[src/core/scr_pkg.sv]
// Purpose: constants and types shared by the serial command frame receiver
// Assumes: 100 MHz reference clock, 16x oversampling of the serial line
// Notes:   a command word is {has_arg, command[23:0], argument[23:0]}
package scr_pkg;

	// ------------------------------------------------------------------
	// clock and line timing
	// ------------------------------------------------------------------
	localparam int unsigned CLK_HZ    = 100_000_000;
	localparam int unsigned CLK_NS    = 10;
	localparam int unsigned OVS       = 16;
	localparam int unsigned BAUD_1200 = 1200;
	localparam int unsigned BAUD_2400 = 2400;
	localparam int unsigned BAUD_4800 = 4800;
	localparam int unsigned BAUD_9600 = 9600;
	localparam int unsigned BAUD_19200 = 19200;
	// clock cycles per oversampling tick, rounded down
	localparam int unsigned DIV_1200  = CLK_HZ / (BAUD_1200 * OVS);
	localparam int unsigned DIV_2400  = CLK_HZ / (BAUD_2400 * OVS);
	localparam int unsigned DIV_4800  = CLK_HZ / (BAUD_4800 * OVS);
	localparam int unsigned DIV_9600  = CLK_HZ / (BAUD_9600 * OVS);
	localparam int unsigned DIV_19200 = CLK_HZ / (BAUD_19200 * OVS);
	localparam int unsigned DIVW      = 13;
	localparam logic [3:0]  OVS_MID   = 4'h7;
	localparam logic [3:0]  OVS_LAST  = 4'hF;
	localparam logic [2:0]  LAST_BIT  = 3'h7;

	// ------------------------------------------------------------------
	// rate select codes
	// ------------------------------------------------------------------
	localparam logic [2:0] SEL_4800  = 3'h0;
	localparam logic [2:0] SEL_1200  = 3'h1;
	localparam logic [2:0] SEL_2400  = 3'h2;
	localparam logic [2:0] SEL_9600  = 3'h3;
	localparam logic [2:0] SEL_19200 = 3'h4;

	// ------------------------------------------------------------------
	// frame layout
	// ------------------------------------------------------------------
	localparam logic [7:0] STX_BYTE   = 8'h02;
	localparam logic [7:0] ETX_BYTE   = 8'h03;
	localparam logic [7:0] DIGIT_LO   = 8'h30;
	localparam logic [7:0] DIGIT_HI   = 8'h39;
	localparam int unsigned FIELD_W   = 24;
	localparam logic [1:0] LAST_CHAR  = 2'h2;
	localparam logic [1:0] MAX_FIELDS = 2'h3;
	localparam int unsigned WORD_W    = 2 * FIELD_W + 1;
	localparam int unsigned FIFO_D    = 8;

	typedef enum logic [1:0] {RX_IDLE, RX_START, RX_DATA, RX_STOP} scr_rx_t;
	typedef enum logic [1:0] {P_WAIT, P_ID, P_FIELD, P_PUSH} scr_ps_t;

endpackage

[src/core/scr_fifo.sv]
// Purpose: command word buffer between frame parser and command port
// Assumes: single clock, asynchronous active-high reset
// Notes:   depth must be a power of two
`timescale 1ns/1ps
module scr_fifo #(
	parameter int unsigned W = 49,
	parameter int unsigned D = 8
) (
	input  wire logic         clk,
	input  wire logic         rst,
	input  wire logic         in_valid,
	output logic              in_ready,
	input  wire logic [W-1:0] in_data,
	output logic              out_valid,
	input  wire logic         out_ready,
	output logic [W-1:0]      out_data
);
	localparam int unsigned AW = $clog2(D);

	typedef struct packed {
		logic [AW:0] wp;
		logic [AW:0] rp;
	} scr_fifo_st_t;

	scr_fifo_st_t q, d;
	logic [W-1:0] mem [D];
	logic         full;
	logic         empty;

	assign full      = (q.wp[AW] != q.rp[AW]) && (q.wp[AW-1:0] == q.rp[AW-1:0]);
	assign empty     = (q.wp == q.rp);
	assign in_ready  = !full;
	assign out_valid = !empty;
	assign out_data  = mem[q.rp[AW-1:0]];

	always_comb begin
		d = q;
		if (in_valid && !full) begin
			d.wp = q.wp + 1'b1;
		end
		if (out_ready && !empty) begin
			d.rp = q.rp + 1'b1;
		end
	end

	always_ff @(posedge clk or posedge rst) begin
		if (rst) begin
			q <= '0;
		end else begin
			q <= d;
		end
	end

	always_ff @(posedge clk) begin
		if (in_valid && !full) begin
			mem[q.wp[AW-1:0]] <= in_data;
		end
	end

endmodule // scr_fifo

[src/core/scr_rx.sv]
// Purpose: serial command frame receiver, line to decoded command words
// Assumes: RXD already synchronous to REF_CLK, idle high
// Notes:   a frame is checked whole before any of its commands is released
`timescale 1ns/1ps

// How it works
// - line rate selectable, 4800 default, five rates
// - one start, eight data, one stop bit
// - frame opens with 02h and closes 03h
// - every command field is three characters
// - up to three commands, released in order
// - command then argument applies the argument
// - argument is three characters before end byte
module scr_rx #(
	parameter int unsigned DIV_1200  = scr_pkg::DIV_1200,
	parameter int unsigned DIV_2400  = scr_pkg::DIV_2400,
	parameter int unsigned DIV_4800  = scr_pkg::DIV_4800,
	parameter int unsigned DIV_9600  = scr_pkg::DIV_9600,
	parameter int unsigned DIV_19200 = scr_pkg::DIV_19200
) (
	input  wire logic        REF_CLK,
	input  wire logic        RST,
	input  wire logic        RXD,
	input  wire logic [2:0]  BAUD_SEL,
	input  wire logic [7:0]  UNIT_ID,
	output logic             CMD_VALID,
	input  wire logic        CMD_READY,
	output logic [23:0]      CMD_CODE,
	output logic [23:0]      CMD_ARG,
	output logic             CMD_HAS_ARG,
	output logic             FRAME_DONE,
	output logic             FRAME_DROP,
	output logic             BYTE_LOST
);
	localparam int unsigned DW = scr_pkg::DIVW;
	localparam int unsigned WW = scr_pkg::WORD_W;
	localparam int unsigned FW = scr_pkg::FIELD_W;

	typedef struct packed {
		scr_pkg::scr_rx_t       rxs;
		logic [DW-1:0]          div_cnt;
		logic [3:0]             tk;
		logic [2:0]             bitn;
		logic [7:0]             sh;
		logic                   rx_v;
		logic                   rx_ferr;
		logic [7:0]             rx_b;
		scr_pkg::scr_ps_t       ps;
		logic [2:0][FW-1:0]     fld;
		logic [1:0]             nfld;
		logic [1:0]             cc;
		logic                   has_arg;
		logic [1:0]             idx;
		logic                   ov;
		logic [FW-1:0]          ocmd;
		logic [FW-1:0]          oarg;
		logic                   ohas;
		logic                   done;
		logic                   drop;
		logic                   lost;
	} scr_rx_st_t;

	scr_rx_st_t    q, d;
	logic [DW-1:0] div_w;
	logic          tick;
	logic          push;
	logic [WW-1:0] push_word;
	logic          push_ready;
	logic          pop_valid;
	logic          pop_ready;
	logic [WW-1:0] pop_word;

	function automatic logic is_digit(input logic [7:0] c);
		return (c >= scr_pkg::DIGIT_LO) && (c <= scr_pkg::DIGIT_HI);
	endfunction

	// ------------------------------------------------------------------
	// rate select
	// ------------------------------------------------------------------
	always_comb begin
		case (BAUD_SEL)
			scr_pkg::SEL_1200:  div_w = DW'(DIV_1200);
			scr_pkg::SEL_2400:  div_w = DW'(DIV_2400);
			scr_pkg::SEL_9600:  div_w = DW'(DIV_9600);
			scr_pkg::SEL_19200: div_w = DW'(DIV_19200);
			default:            div_w = DW'(DIV_4800);
		endcase
	end

	assign tick      = (q.div_cnt >= div_w - 1'b1);
	assign pop_ready = !q.ov || CMD_READY;

	// ------------------------------------------------------------------
	// next state
	// ------------------------------------------------------------------
	always_comb begin
		d         = q;
		d.rx_v    = 1'b0;
		d.rx_ferr = 1'b0;
		d.done    = 1'b0;
		d.drop    = 1'b0;
		d.lost    = 1'b0;
		push      = 1'b0;
		push_word = '0;

		// oversampling divider
		d.div_cnt = tick ? '0 : q.div_cnt + 1'b1;

		// character deserialiser, lsb first
		if (tick) begin
			case (q.rxs)
				scr_pkg::RX_IDLE: begin
					if (!RXD) begin
						d.rxs = scr_pkg::RX_START;
						d.tk  = '0;
					end
				end
				scr_pkg::RX_START: begin
					if (q.tk == scr_pkg::OVS_MID) begin
						d.tk   = '0;
						d.bitn = '0;
						d.rxs  = RXD ? scr_pkg::RX_IDLE : scr_pkg::RX_DATA;
					end else begin
						d.tk = q.tk + 1'b1;
					end
				end
				scr_pkg::RX_DATA: begin
					d.tk = q.tk + 1'b1;
					if (q.tk == scr_pkg::OVS_LAST) begin
						d.sh = {RXD, q.sh[7:1]};
						if (q.bitn == scr_pkg::LAST_BIT) begin
							d.rxs = scr_pkg::RX_STOP;
						end else begin
							d.bitn = q.bitn + 1'b1;
						end
					end
				end
				scr_pkg::RX_STOP: begin
					d.tk = q.tk + 1'b1;
					if (q.tk == scr_pkg::OVS_LAST) begin
						d.rxs     = scr_pkg::RX_IDLE;
						d.rx_v    = RXD;
						d.rx_ferr = !RXD;
						d.rx_b    = q.sh;
					end
				end
				default: d.rxs = scr_pkg::RX_IDLE;
			endcase
		end

		// frame parser
		if (q.ps == scr_pkg::P_PUSH) begin
			d.lost = q.rx_v || q.rx_ferr;
			push   = 1'b1;
			if (q.has_arg) begin
				push_word = {1'b1, q.fld[0], q.fld[1]};
			end else begin
				push_word = {1'b0, q.fld[q.idx], {FW{1'b0}}};
			end
			if (push_ready) begin
				d.idx = q.idx + 1'b1;
				if (q.has_arg || (q.idx + 1'b1 == q.nfld)) begin
					d.ps   = scr_pkg::P_WAIT;
					d.done = 1'b1;
				end
			end
		end else if (q.rx_ferr) begin
			d.drop = (q.ps != scr_pkg::P_WAIT);
			d.ps   = scr_pkg::P_WAIT;
		end else if (q.rx_v && q.rx_b == scr_pkg::STX_BYTE) begin
			d.drop = (q.ps != scr_pkg::P_WAIT);
			d.ps   = scr_pkg::P_ID;
		end else if (q.rx_v) begin
			case (q.ps)
				scr_pkg::P_WAIT: d.ps = scr_pkg::P_WAIT;
				scr_pkg::P_ID: begin
					if (q.rx_b == UNIT_ID) begin
						d.ps      = scr_pkg::P_FIELD;
						d.nfld    = '0;
						d.cc      = '0;
						d.has_arg = 1'b0;
						d.idx     = '0;
					end else begin
						d.ps   = scr_pkg::P_WAIT;
						d.drop = 1'b1;
					end
				end
				scr_pkg::P_FIELD: begin
					if (q.rx_b == scr_pkg::ETX_BYTE) begin
						if (q.cc == '0 && q.nfld != '0) begin
							d.ps  = scr_pkg::P_PUSH;
							d.idx = '0;
						end else begin
							d.ps   = scr_pkg::P_WAIT;
							d.drop = 1'b1;
						end
					end else if (q.cc == '0 && (q.has_arg ||
							q.nfld == scr_pkg::MAX_FIELDS)) begin
						d.ps   = scr_pkg::P_WAIT;
						d.drop = 1'b1;
					end else begin
						d.fld[q.nfld] = {q.fld[q.nfld][15:0], q.rx_b};
						if (q.cc == scr_pkg::LAST_CHAR) begin
							d.cc   = '0;
							d.nfld = q.nfld + 1'b1;
							if (q.nfld == 2'h1 && is_digit(q.fld[1][15:8])) begin
								d.has_arg = 1'b1;
							end
						end else begin
							d.cc = q.cc + 1'b1;
						end
					end
				end
				default: d.ps = scr_pkg::P_WAIT;
			endcase
		end

		// registered command port
		if (pop_valid && pop_ready) begin
			d.ov   = 1'b1;
			d.ohas = pop_word[WW-1];
			d.ocmd = pop_word[2*FW-1:FW];
			d.oarg = pop_word[FW-1:0];
		end else if (CMD_READY) begin
			d.ov = 1'b0;
		end
	end

	always_ff @(posedge REF_CLK or posedge RST) begin
		if (RST) begin
			q     <= '0;
			q.rxs <= scr_pkg::RX_IDLE;
			q.ps  <= scr_pkg::P_WAIT;
		end else begin
			q <= d;
		end
	end

	scr_fifo #(
		.W (WW),
		.D (scr_pkg::FIFO_D)
	) u_fifo (
		.clk       (REF_CLK),
		.rst       (RST),
		.in_valid  (push),
		.in_ready  (push_ready),
		.in_data   (push_word),
		.out_valid (pop_valid),
		.out_ready (pop_ready),
		.out_data  (pop_word)
	);

	assign CMD_VALID   = q.ov;
	assign CMD_CODE    = q.ocmd;
	assign CMD_ARG     = q.oarg;
	assign CMD_HAS_ARG = q.ohas;
	assign FRAME_DONE  = q.done;
	assign FRAME_DROP  = q.drop;
	assign BYTE_LOST   = q.lost;
endmodule // scr_rx

[config.mk]
export PLATFORM = sky130hd
export DESIGN_NAME = scr_rx
export DESIGN_NICKNAME = d
export VERILOG_FILES = /design/src/core/scr_pkg.sv /design/src/core/scr_fifo.sv /design/src/core/scr_rx.sv
export SDC_FILE = /design/constraint.sdc
export NUM_CORES = 1
export LEC_CHECK = 0
export ABC_AREA = 1
export BUFFER_PORTS_ARGS = -buffer_cell sky130_fd_sc_hd__clkbuf_2
export CAP_MARGIN = 20
export CORE_ASPECT_RATIO = 2
export CORE_UTILIZATION = 62
export CTS_CLUSTER_DIAMETER = 40
export DETAILED_ROUTE_END_ITERATION = 10
export PLACE_DENSITY = 0.86
export SLEW_MARGIN = 20
export SYNTH_ARGS = -nofsm -noshare
export SYNTH_HDL_FRONTEND = slang
export SYNTH_SLANG_ARGS = --single-unit
export TNS_END_PERCENT = 100
[constraint.sdc]
create_clock -name REF_CLK -period 7.05 [get_ports REF_CLK]
set_clock_uncertainty 0.2 [all_clocks]
set_input_delay 0.705 -clock REF_CLK [delete_from_list [all_inputs] [get_ports REF_CLK]]
set_output_delay 0.705 -clock REF_CLK [all_outputs]
set_load 0.03 [all_outputs]
==> results of run 1 <==
-- stage by stage --
step | power [mW] | worst slack (ns) | utilization
floorplan | 5.77 | 1.20 | -
CTS | 8.78 | 2.88 | 0.679
global route | 9.16 | 2.77 | 0.680
detailed placement | 6.22 | 2.92 | 0.640
finish | 8.80 | 2.96 | 0.680
global placement | 6.11 | 3.04 | 0.640
-- layer usage --
metal,wire length (um),vias to the layer above,part of all wire
met5,0,-,0
met3,4920,224,0.083
met4,3520,0,0.059
met1,20100,8403,0.34
met2,31000,1042,0.52
li1,-,7749,-
-- cells in the final DEF (no fill, tap or decap), types with 4 or more instances in the layout --
| master | synthesis | final |
|---|---|---|
| a31oi_1 | 49 | 49 |
| edfxtp_1 | 392 | 392 |
| a21oi_2 | 48 | 48 |
| xnor2_1 | 4 | 4 |
| o22ai_1 | 122 | 122 |
| clkinv_2 | 0 | 10 |
| nand3_1 | 28 | 28 |
| ha_1 | 29 | 29 |
| o21ai_1 | 54 | 54 |
| clkbuf_1 | 71 | 12 |
| inv_2 | 15 | 12 |
| nand4_1 | 7 | 7 |
| clkbuf_2 | 1 | 67 |
| dfrtp_1 | 182 | 179 |
| nand2_1 | 302 | 299 |
| nor3_1 | 6 | 6 |
| inv_1 | 146 | 145 |
| a21oi_1 | 54 | 54 |
| xor2_1 | 13 | 13 |
| nor2_4 | 1 | 8 |
| clkbuf_8 | 0 | 6 |
| nor2_1 | 379 | 372 |
| clkbuf_16 | 0 | 47 |
| o21ai_0 | 260 | 260 |
| buf_4 | 51 | 22 |
-- report_power, final --
part           leakage (nW)  switching (mW)  internal [mW]
Sequential             5.02           0.240           3.75
Combinational          3.38            1.60          0.597
Clock                 0.741            1.19           1.42
-- cell type report --
class | instances | area (sq um)
tap | 520 | 651
sequential | 574 | 16300
inverter | 161 | 617
clock inverter | 21 | 224
timing repair buffer | 90 | 528
clock buffer | 65 | 1300
fill | 2614 | 12500
multi-input combinational | 1368 | 6810
-- cells by family (layout without fill, tap and decap cells) --
family	after synthesis	after routing	synth area share
AND/OR/NAND/NOR	734	734	0.117
buffers and inverters	336	337	0.0637
XOR/XNOR	17	17	0.00605
AO/OA/AOI/OAI	588	588	0.136
adder cells (fa/ha/maj)	29	29	0.0147
flip-flops	574	574	0.663
-- final timing paths --
check,start,to,slack [ns]
worst min register to register,q[57],q[57],0.29
worst max-delay path,u_fifo.q[0],u_fifo.mem[0][3],2.96
max in group asynchronous,RST,CMD_CODE[7],5.04
min in group REF_CLK,RXD,q[143],0.21
worst min-delay path,RST,CMD_ARG[10],0.09
worst max register to register,u_fifo.q[0],u_fifo.mem[0][3],2.96
-- critical path, stage by stage, from the launching register on --
cell and delay, ns:
dfrtp_4 0.77, inv_4 0.43, nand2_1 0.18, nand2_1 0.09
nand4_1 0.11, nand2_1 0.16, inv_2 0.16, nand2_1 0.27
nor2_4 0.64, buf_4 0.55
==> run metrics, run 1 <==
status finished clean; number of library cell types mapped by synthesis 34; Register-to-Register Path Depth 9; placed inst area 24900 sq um; initial antenna violation count 0; layout cell share with drive strength beyond 1 0.108; full die area 40600 sq um; Crit Path Category register to register; GPL Wtd Cong 0.857; wire per inst 21.3 um; Die X-Extent 143 um; Syn Area/Cell 10.8 sq um; Resize count post-CTS 0; grt met1 use 0.345; hold buffers post-CTS 0; yosys warns 0; total grt overflow 0; vias in the first global route 17404; Worst Tran Pin Value 1.15 ns; DP Wirelength 34100 um; number of synthesized flops with an enable pin 392; drc violations 0; PwrDens 332 nW/um^2; Final Hold Vio Count 0; Worst VDD drop 0.296 mV; CTS tree yes; GRT Max-Usage Layer met2; Worst Path Max Fanout 96; Hold WC Path Type primary input to async pin; Synth Net Count 2322; Die H 284 um; Worst Setup Start Kind register; met2 Use GR 0.529; CTS root buf clkbuf_16; dominant cell type by area after synthesis edfxtp_1; register area share after synthesis 0.663; first-pass GRT wire length 92800 um; RSZ-0062 raised after global routing no; P_leak 9.14 nW; global router's overall resource usage 0.302; FP Rows 102; total vias in the final route 17418; setup bufs post-CTS 0; largest net degree at the start of global routing 112; Max-Cap Viols 0; area growth from synthesis to layout 7.48%; IO Count 68; Max Clk Rate 244 MHz; 1st-iter DRT viols 2004; CTS sink count 574; Crit path arrival time 4.10 ns; Clock Latency Late Sink 0.59 ns; slew margin rel. 0.231; GR Layer Usage met3 0.0417; Pins Over Slew Limit 0; Synth top cells by count 392 x edfxtp_1, 379 x nor2_1, 302 x nand2_1; Port-buffer cells 67; drt pass-1 iters 7; ranking of synthesized cells by area edfxtp_1 48%, dfrtp_1 18%, nor2_1 5.8%; Starting Density 0.633; total CTS buffers 47; Final Critical Period 4.09 ns; top-area cell type share of the netlist area 0.478; setup violators final 0; Worst Setup End Kind register; core region area 38900 sq um; TNS Setup 0 ns; Yosys reg bits 574; Post-Layout Cell Count 2799; Synth Flop Type edfxtp_1; placed insts 2712; part of the cycle the worst path needs 0.581; antenna fix cells 0; H-tree levels 2; Crit path required time 7.06 ns; CTS clk-pin slew, worst paths 0.07 ns; cell with the most instances after synthesis edfxtp_1; Final #Nets 2286; Detail Route Antenna Nets 0; Cells after Synth 2278; Routed WL 59500 um; WHS 0.0886 ns; Final Cell Area 26500 sq um; Via-to-Cell Ratio 6.22; Mapped Area 24600 sq um; Synth async-reset ratio 0.317; CTS max path bufs 3
Note: power is estimated with default switching activity, not from simulation.
==> inputs of run 2 (changes only) <==
Settings changed: ABC_AREA 1 to 0, CORE_UTILIZATION 62 to 56, PLACE_DENSITY 0.86 to 0.83.
Clock period 7.05 ns to 3.4 ns, I/O delays scaled along.
==> run metrics, run 2 <==
status finished clean (unchanged); Max-Cap Viols 0 (unchanged); cell with the most instances after synthesis edfxtp_1 (unchanged); wire per inst 22.9 um (was 21.3 um); total vias in the final route 13271 (was 17418); Final #Nets 1665 (was 2286); Syn Area/Cell 15.1 sq um (was 10.8 sq um); Synth Net Count 1639 (was 2322); vias in the first global route 13821 (was 17404); Crit path required time 3.45 ns (was 7.06 ns); register area share after synthesis 0.676 (was 0.663); part of the cycle the worst path needs 0.842 (was 0.581); hold-critical path depth 6; Routed WL 50500 um (was 59500 um); Yosys reg bits 574 (unchanged); IO Count 68 (unchanged); initial antenna violation count 0 (unchanged); RR Endpoint u_fifo.mem[3][41] (was u_fifo.mem[0][3]); first-pass GRT wire length 78600 um (was 92800 um); GPL Wtd Cong 0.830 (was 0.857); Resize count post-CTS 0 (unchanged); hold buffers post-CTS 3 (was 0); Detail Route Antenna Nets 0 (unchanged); ranking of synthesized cells by area edfxtp_1 49%, dfrtp_1 19%, mux4_2 9.1% (was edfxtp_1 48%, dfrtp_1 18%, nor2_1 5.8%); CTS clk-pin slew, worst paths 0.06 ns (was 0.07 ns); FP Rows 107 (was 102); drc violations 0 (unchanged); CTS max path bufs 3 (unchanged); Crit Path Category register to register (unchanged); core region area 42600 sq um (was 38900 sq um); Synth Flop Type edfxtp_1 (unchanged); Port-buffer cells 67 (unchanged); Worst VDD drop 0.447 mV (was 0.296 mV); post-synthesis mux area share 0.141 (was 0); H-tree levels 2 (unchanged); worst setup margin 0.537 ns (was 2.96 ns); Worst Setup End Kind register (unchanged); post-synthesis adder-cell area fraction 0.0150 (was 0.0147); antenna fix cells 0 (unchanged); top-area cell type share of the netlist area 0.488 (was 0.478); slew margin rel. 0.357 (was 0.231); setup violators final 0 (unchanged); dominant cell type by area after synthesis edfxtp_1 (unchanged); Synth top cells by count 392 x edfxtp_1, 182 x dfrtp_1, 157 x o21ai_0 (was 392 x edfxtp_1, 379 x nor2_1, 302 x nand2_1); Register-to-Register Path Depth 7 (was 9); Setup WS pre-CTS 0.113 ns (was 2.92 ns); commonest cells after routing, fill and taps aside 392 x edfxtp_1, 179 x dfrtp_1, 157 x o21ai_0 (was 392 x edfxtp_1, 372 x nor2_1, 299 x nand2_1); Post-Synth XOR/XNOR Area 0.0116 (was 0.00605); total grt overflow 0 (unchanged); Simple-Gate Fraction of Synth Area 0.0631 (was 0.117); 1st-iter DRT viols 955 (was 2004); number of synthesized flops with an enable pin 392 (unchanged); most common cell after layout, fill and taps aside edfxtp_1 (unchanged); compound-gate portion of the synthesized area 0.0551 (was 0.136); Clock Latency Late Sink 0.58 ns (was 0.59 ns); Cells after Synth 1595 (was 2278); P_leak 8.77 nW (was 9.14 nW); placed insts 2113 (was 2712); Starting Density 0.567 (was 0.633); Via-to-Cell Ratio 6.02 (was 6.22); CTS root buf clkbuf_16 (unchanged); PwrDens 504 nW/um^2 (was 332 nW/um^2); Worst Path Max Fanout 16 (was 96); Synth async-reset ratio 0.317 (unchanged); DP Wirelength 30800 um (was 34100 um); r2r setup slk 0.54 ns (was 2.96 ns); largest family of logic cells by synthesized area multiplexers (was compound AO/OA/AOI/OAI gates); setup bufs post-CTS 0 (unchanged); area growth from synthesis to layout 10.3% (was 7.48%); fin util 0.626 (was 0.680); drt pass-1 iters 5 (was 7); largest net degree at the start of global routing 102 (was 112); Worst Setup Start Kind register (unchanged); Final Critical Period 2.86 ns (was 4.09 ns); Post-Layout Cell Count 2206 (was 2799); CTS tree yes (unchanged); Die X-Extent 149 um (was 143 um); Hold WC Path Type primary input to register (was primary input to async pin); yosys warns 0 (unchanged); layout cell share with drive strength beyond 1 0.209 (was 0.108); Die H 296 um (was 284 um); full die area 44000 sq um (was 40600 sq um); Worst Tran Pin Value 0.965 ns (was 1.15 ns); Crit path arrival time 2.92 ns (was 4.10 ns); Mapped Area 24100 sq um (was 24600 sq um); Max Clk Rate 349 MHz (was 244 MHz); RSZ-0062 raised after global routing no (unchanged); hold_sp UNIT_ID[5]; CTS sink count 574 (unchanged); hold endpoint q[57]; Final Hold Vio Count 0 (unchanged); Pins Over Slew Limit 0 (unchanged); total CTS buffers 48 (was 47); global router's overall resource usage 0.239 (was 0.302); FF-to-FF Start u_fifo.q[6] (was u_fifo.q[0]); number of library cell types mapped by synthesis 53 (was 34)
[run 2: per-stage QoR]
stage / cell area (sq um) / setup TNS [ns] / total power [mW] / hold WS, ns
2_1_floorplan: 24200 / -187.88 / 7.96 / 0.206
3_3_place_gp: 25000 / 0 / 8.06 / 0.256
3_5_place_dp: 25000 / 0 / 8.09 / 0.265
4_1_cts: 26600 / 0 / 13.5 / 0.174
5_1_grt: 26600 / 0 / 13.8 / 0.264
6_report: 26600 / 0 / 13.4 / 0.191
[run 2: how the worst max path moves through the flow]
stage,start,to,slack (ns),depth (start not counted)
after floorplan,q[132],u_fifo.mem[1][0],-1.08,4
after detailed placement,BAUD_SEL[1],q[141],0.11,13
after global routing,u_fifo.q[5],u_fifo.mem[3][47],0.44,7
after global placement,BAUD_SEL[1],q[138],0.21,13
final,u_fifo.q[6],u_fifo.mem[3][41],0.54,7
after CTS,u_fifo.q[6],u_fifo.mem[3][0],0.56,7
[run 2: power by group]
group | internal (mW) | total (mW) | switching (mW)
Combinational | 0.162 | 0.381 | 0.220
Clock | 2.99 | 5.47 | 2.48
Sequential | 7.46 | 7.56 | 0.0965
Total | 10.6 | 13.4 | 2.79
[run 2: critical path: stages (launching register included)]
cell     delay [ns]
dfrtp_1        0.69
xor2_1         0.35
o41ai_4        0.12
buf_4          0.20
inv_2          0.08
nand2_1        0.22
nor3b_4        0.35
buf_4          0.33
[run 2: cell families (layout without fill, tap and decap cells)]
| kind of cell | count (synthesis) | in the layout |
|---|---|---|
| DFF | 574 | 574 |
| and+or+nand+nor | 326 | 326 |
| AOI/OAI and AO/OA | 238 | 238 |
| muxes | 212 | 212 |
| buffers and inverters | 184 | 250 |
| xor gates and xnor gates | 32 | 32 |
| adders and majority gates | 29 | 29 |
[run 2: area by class of cell]
type / count / area, sq um
fillers: 2977 / 15900
clock buffers: 60 / 1310
multi-input cells: 837 / 7000
well taps: 545 / 682
inverters: 45 / 173
flip-flops and latches: 574 / 16300
repair buffers: 115 / 866
clock inverters: 30 / 267
[run 2: metal layers]
metal | track usage | share of wire
met5 | 0 | 0
met4 | 0.114 | 0.044
met3 | 0.0265 | 0.047
met2 | 0.438 | 0.55
met1 | 0.278 | 0.36
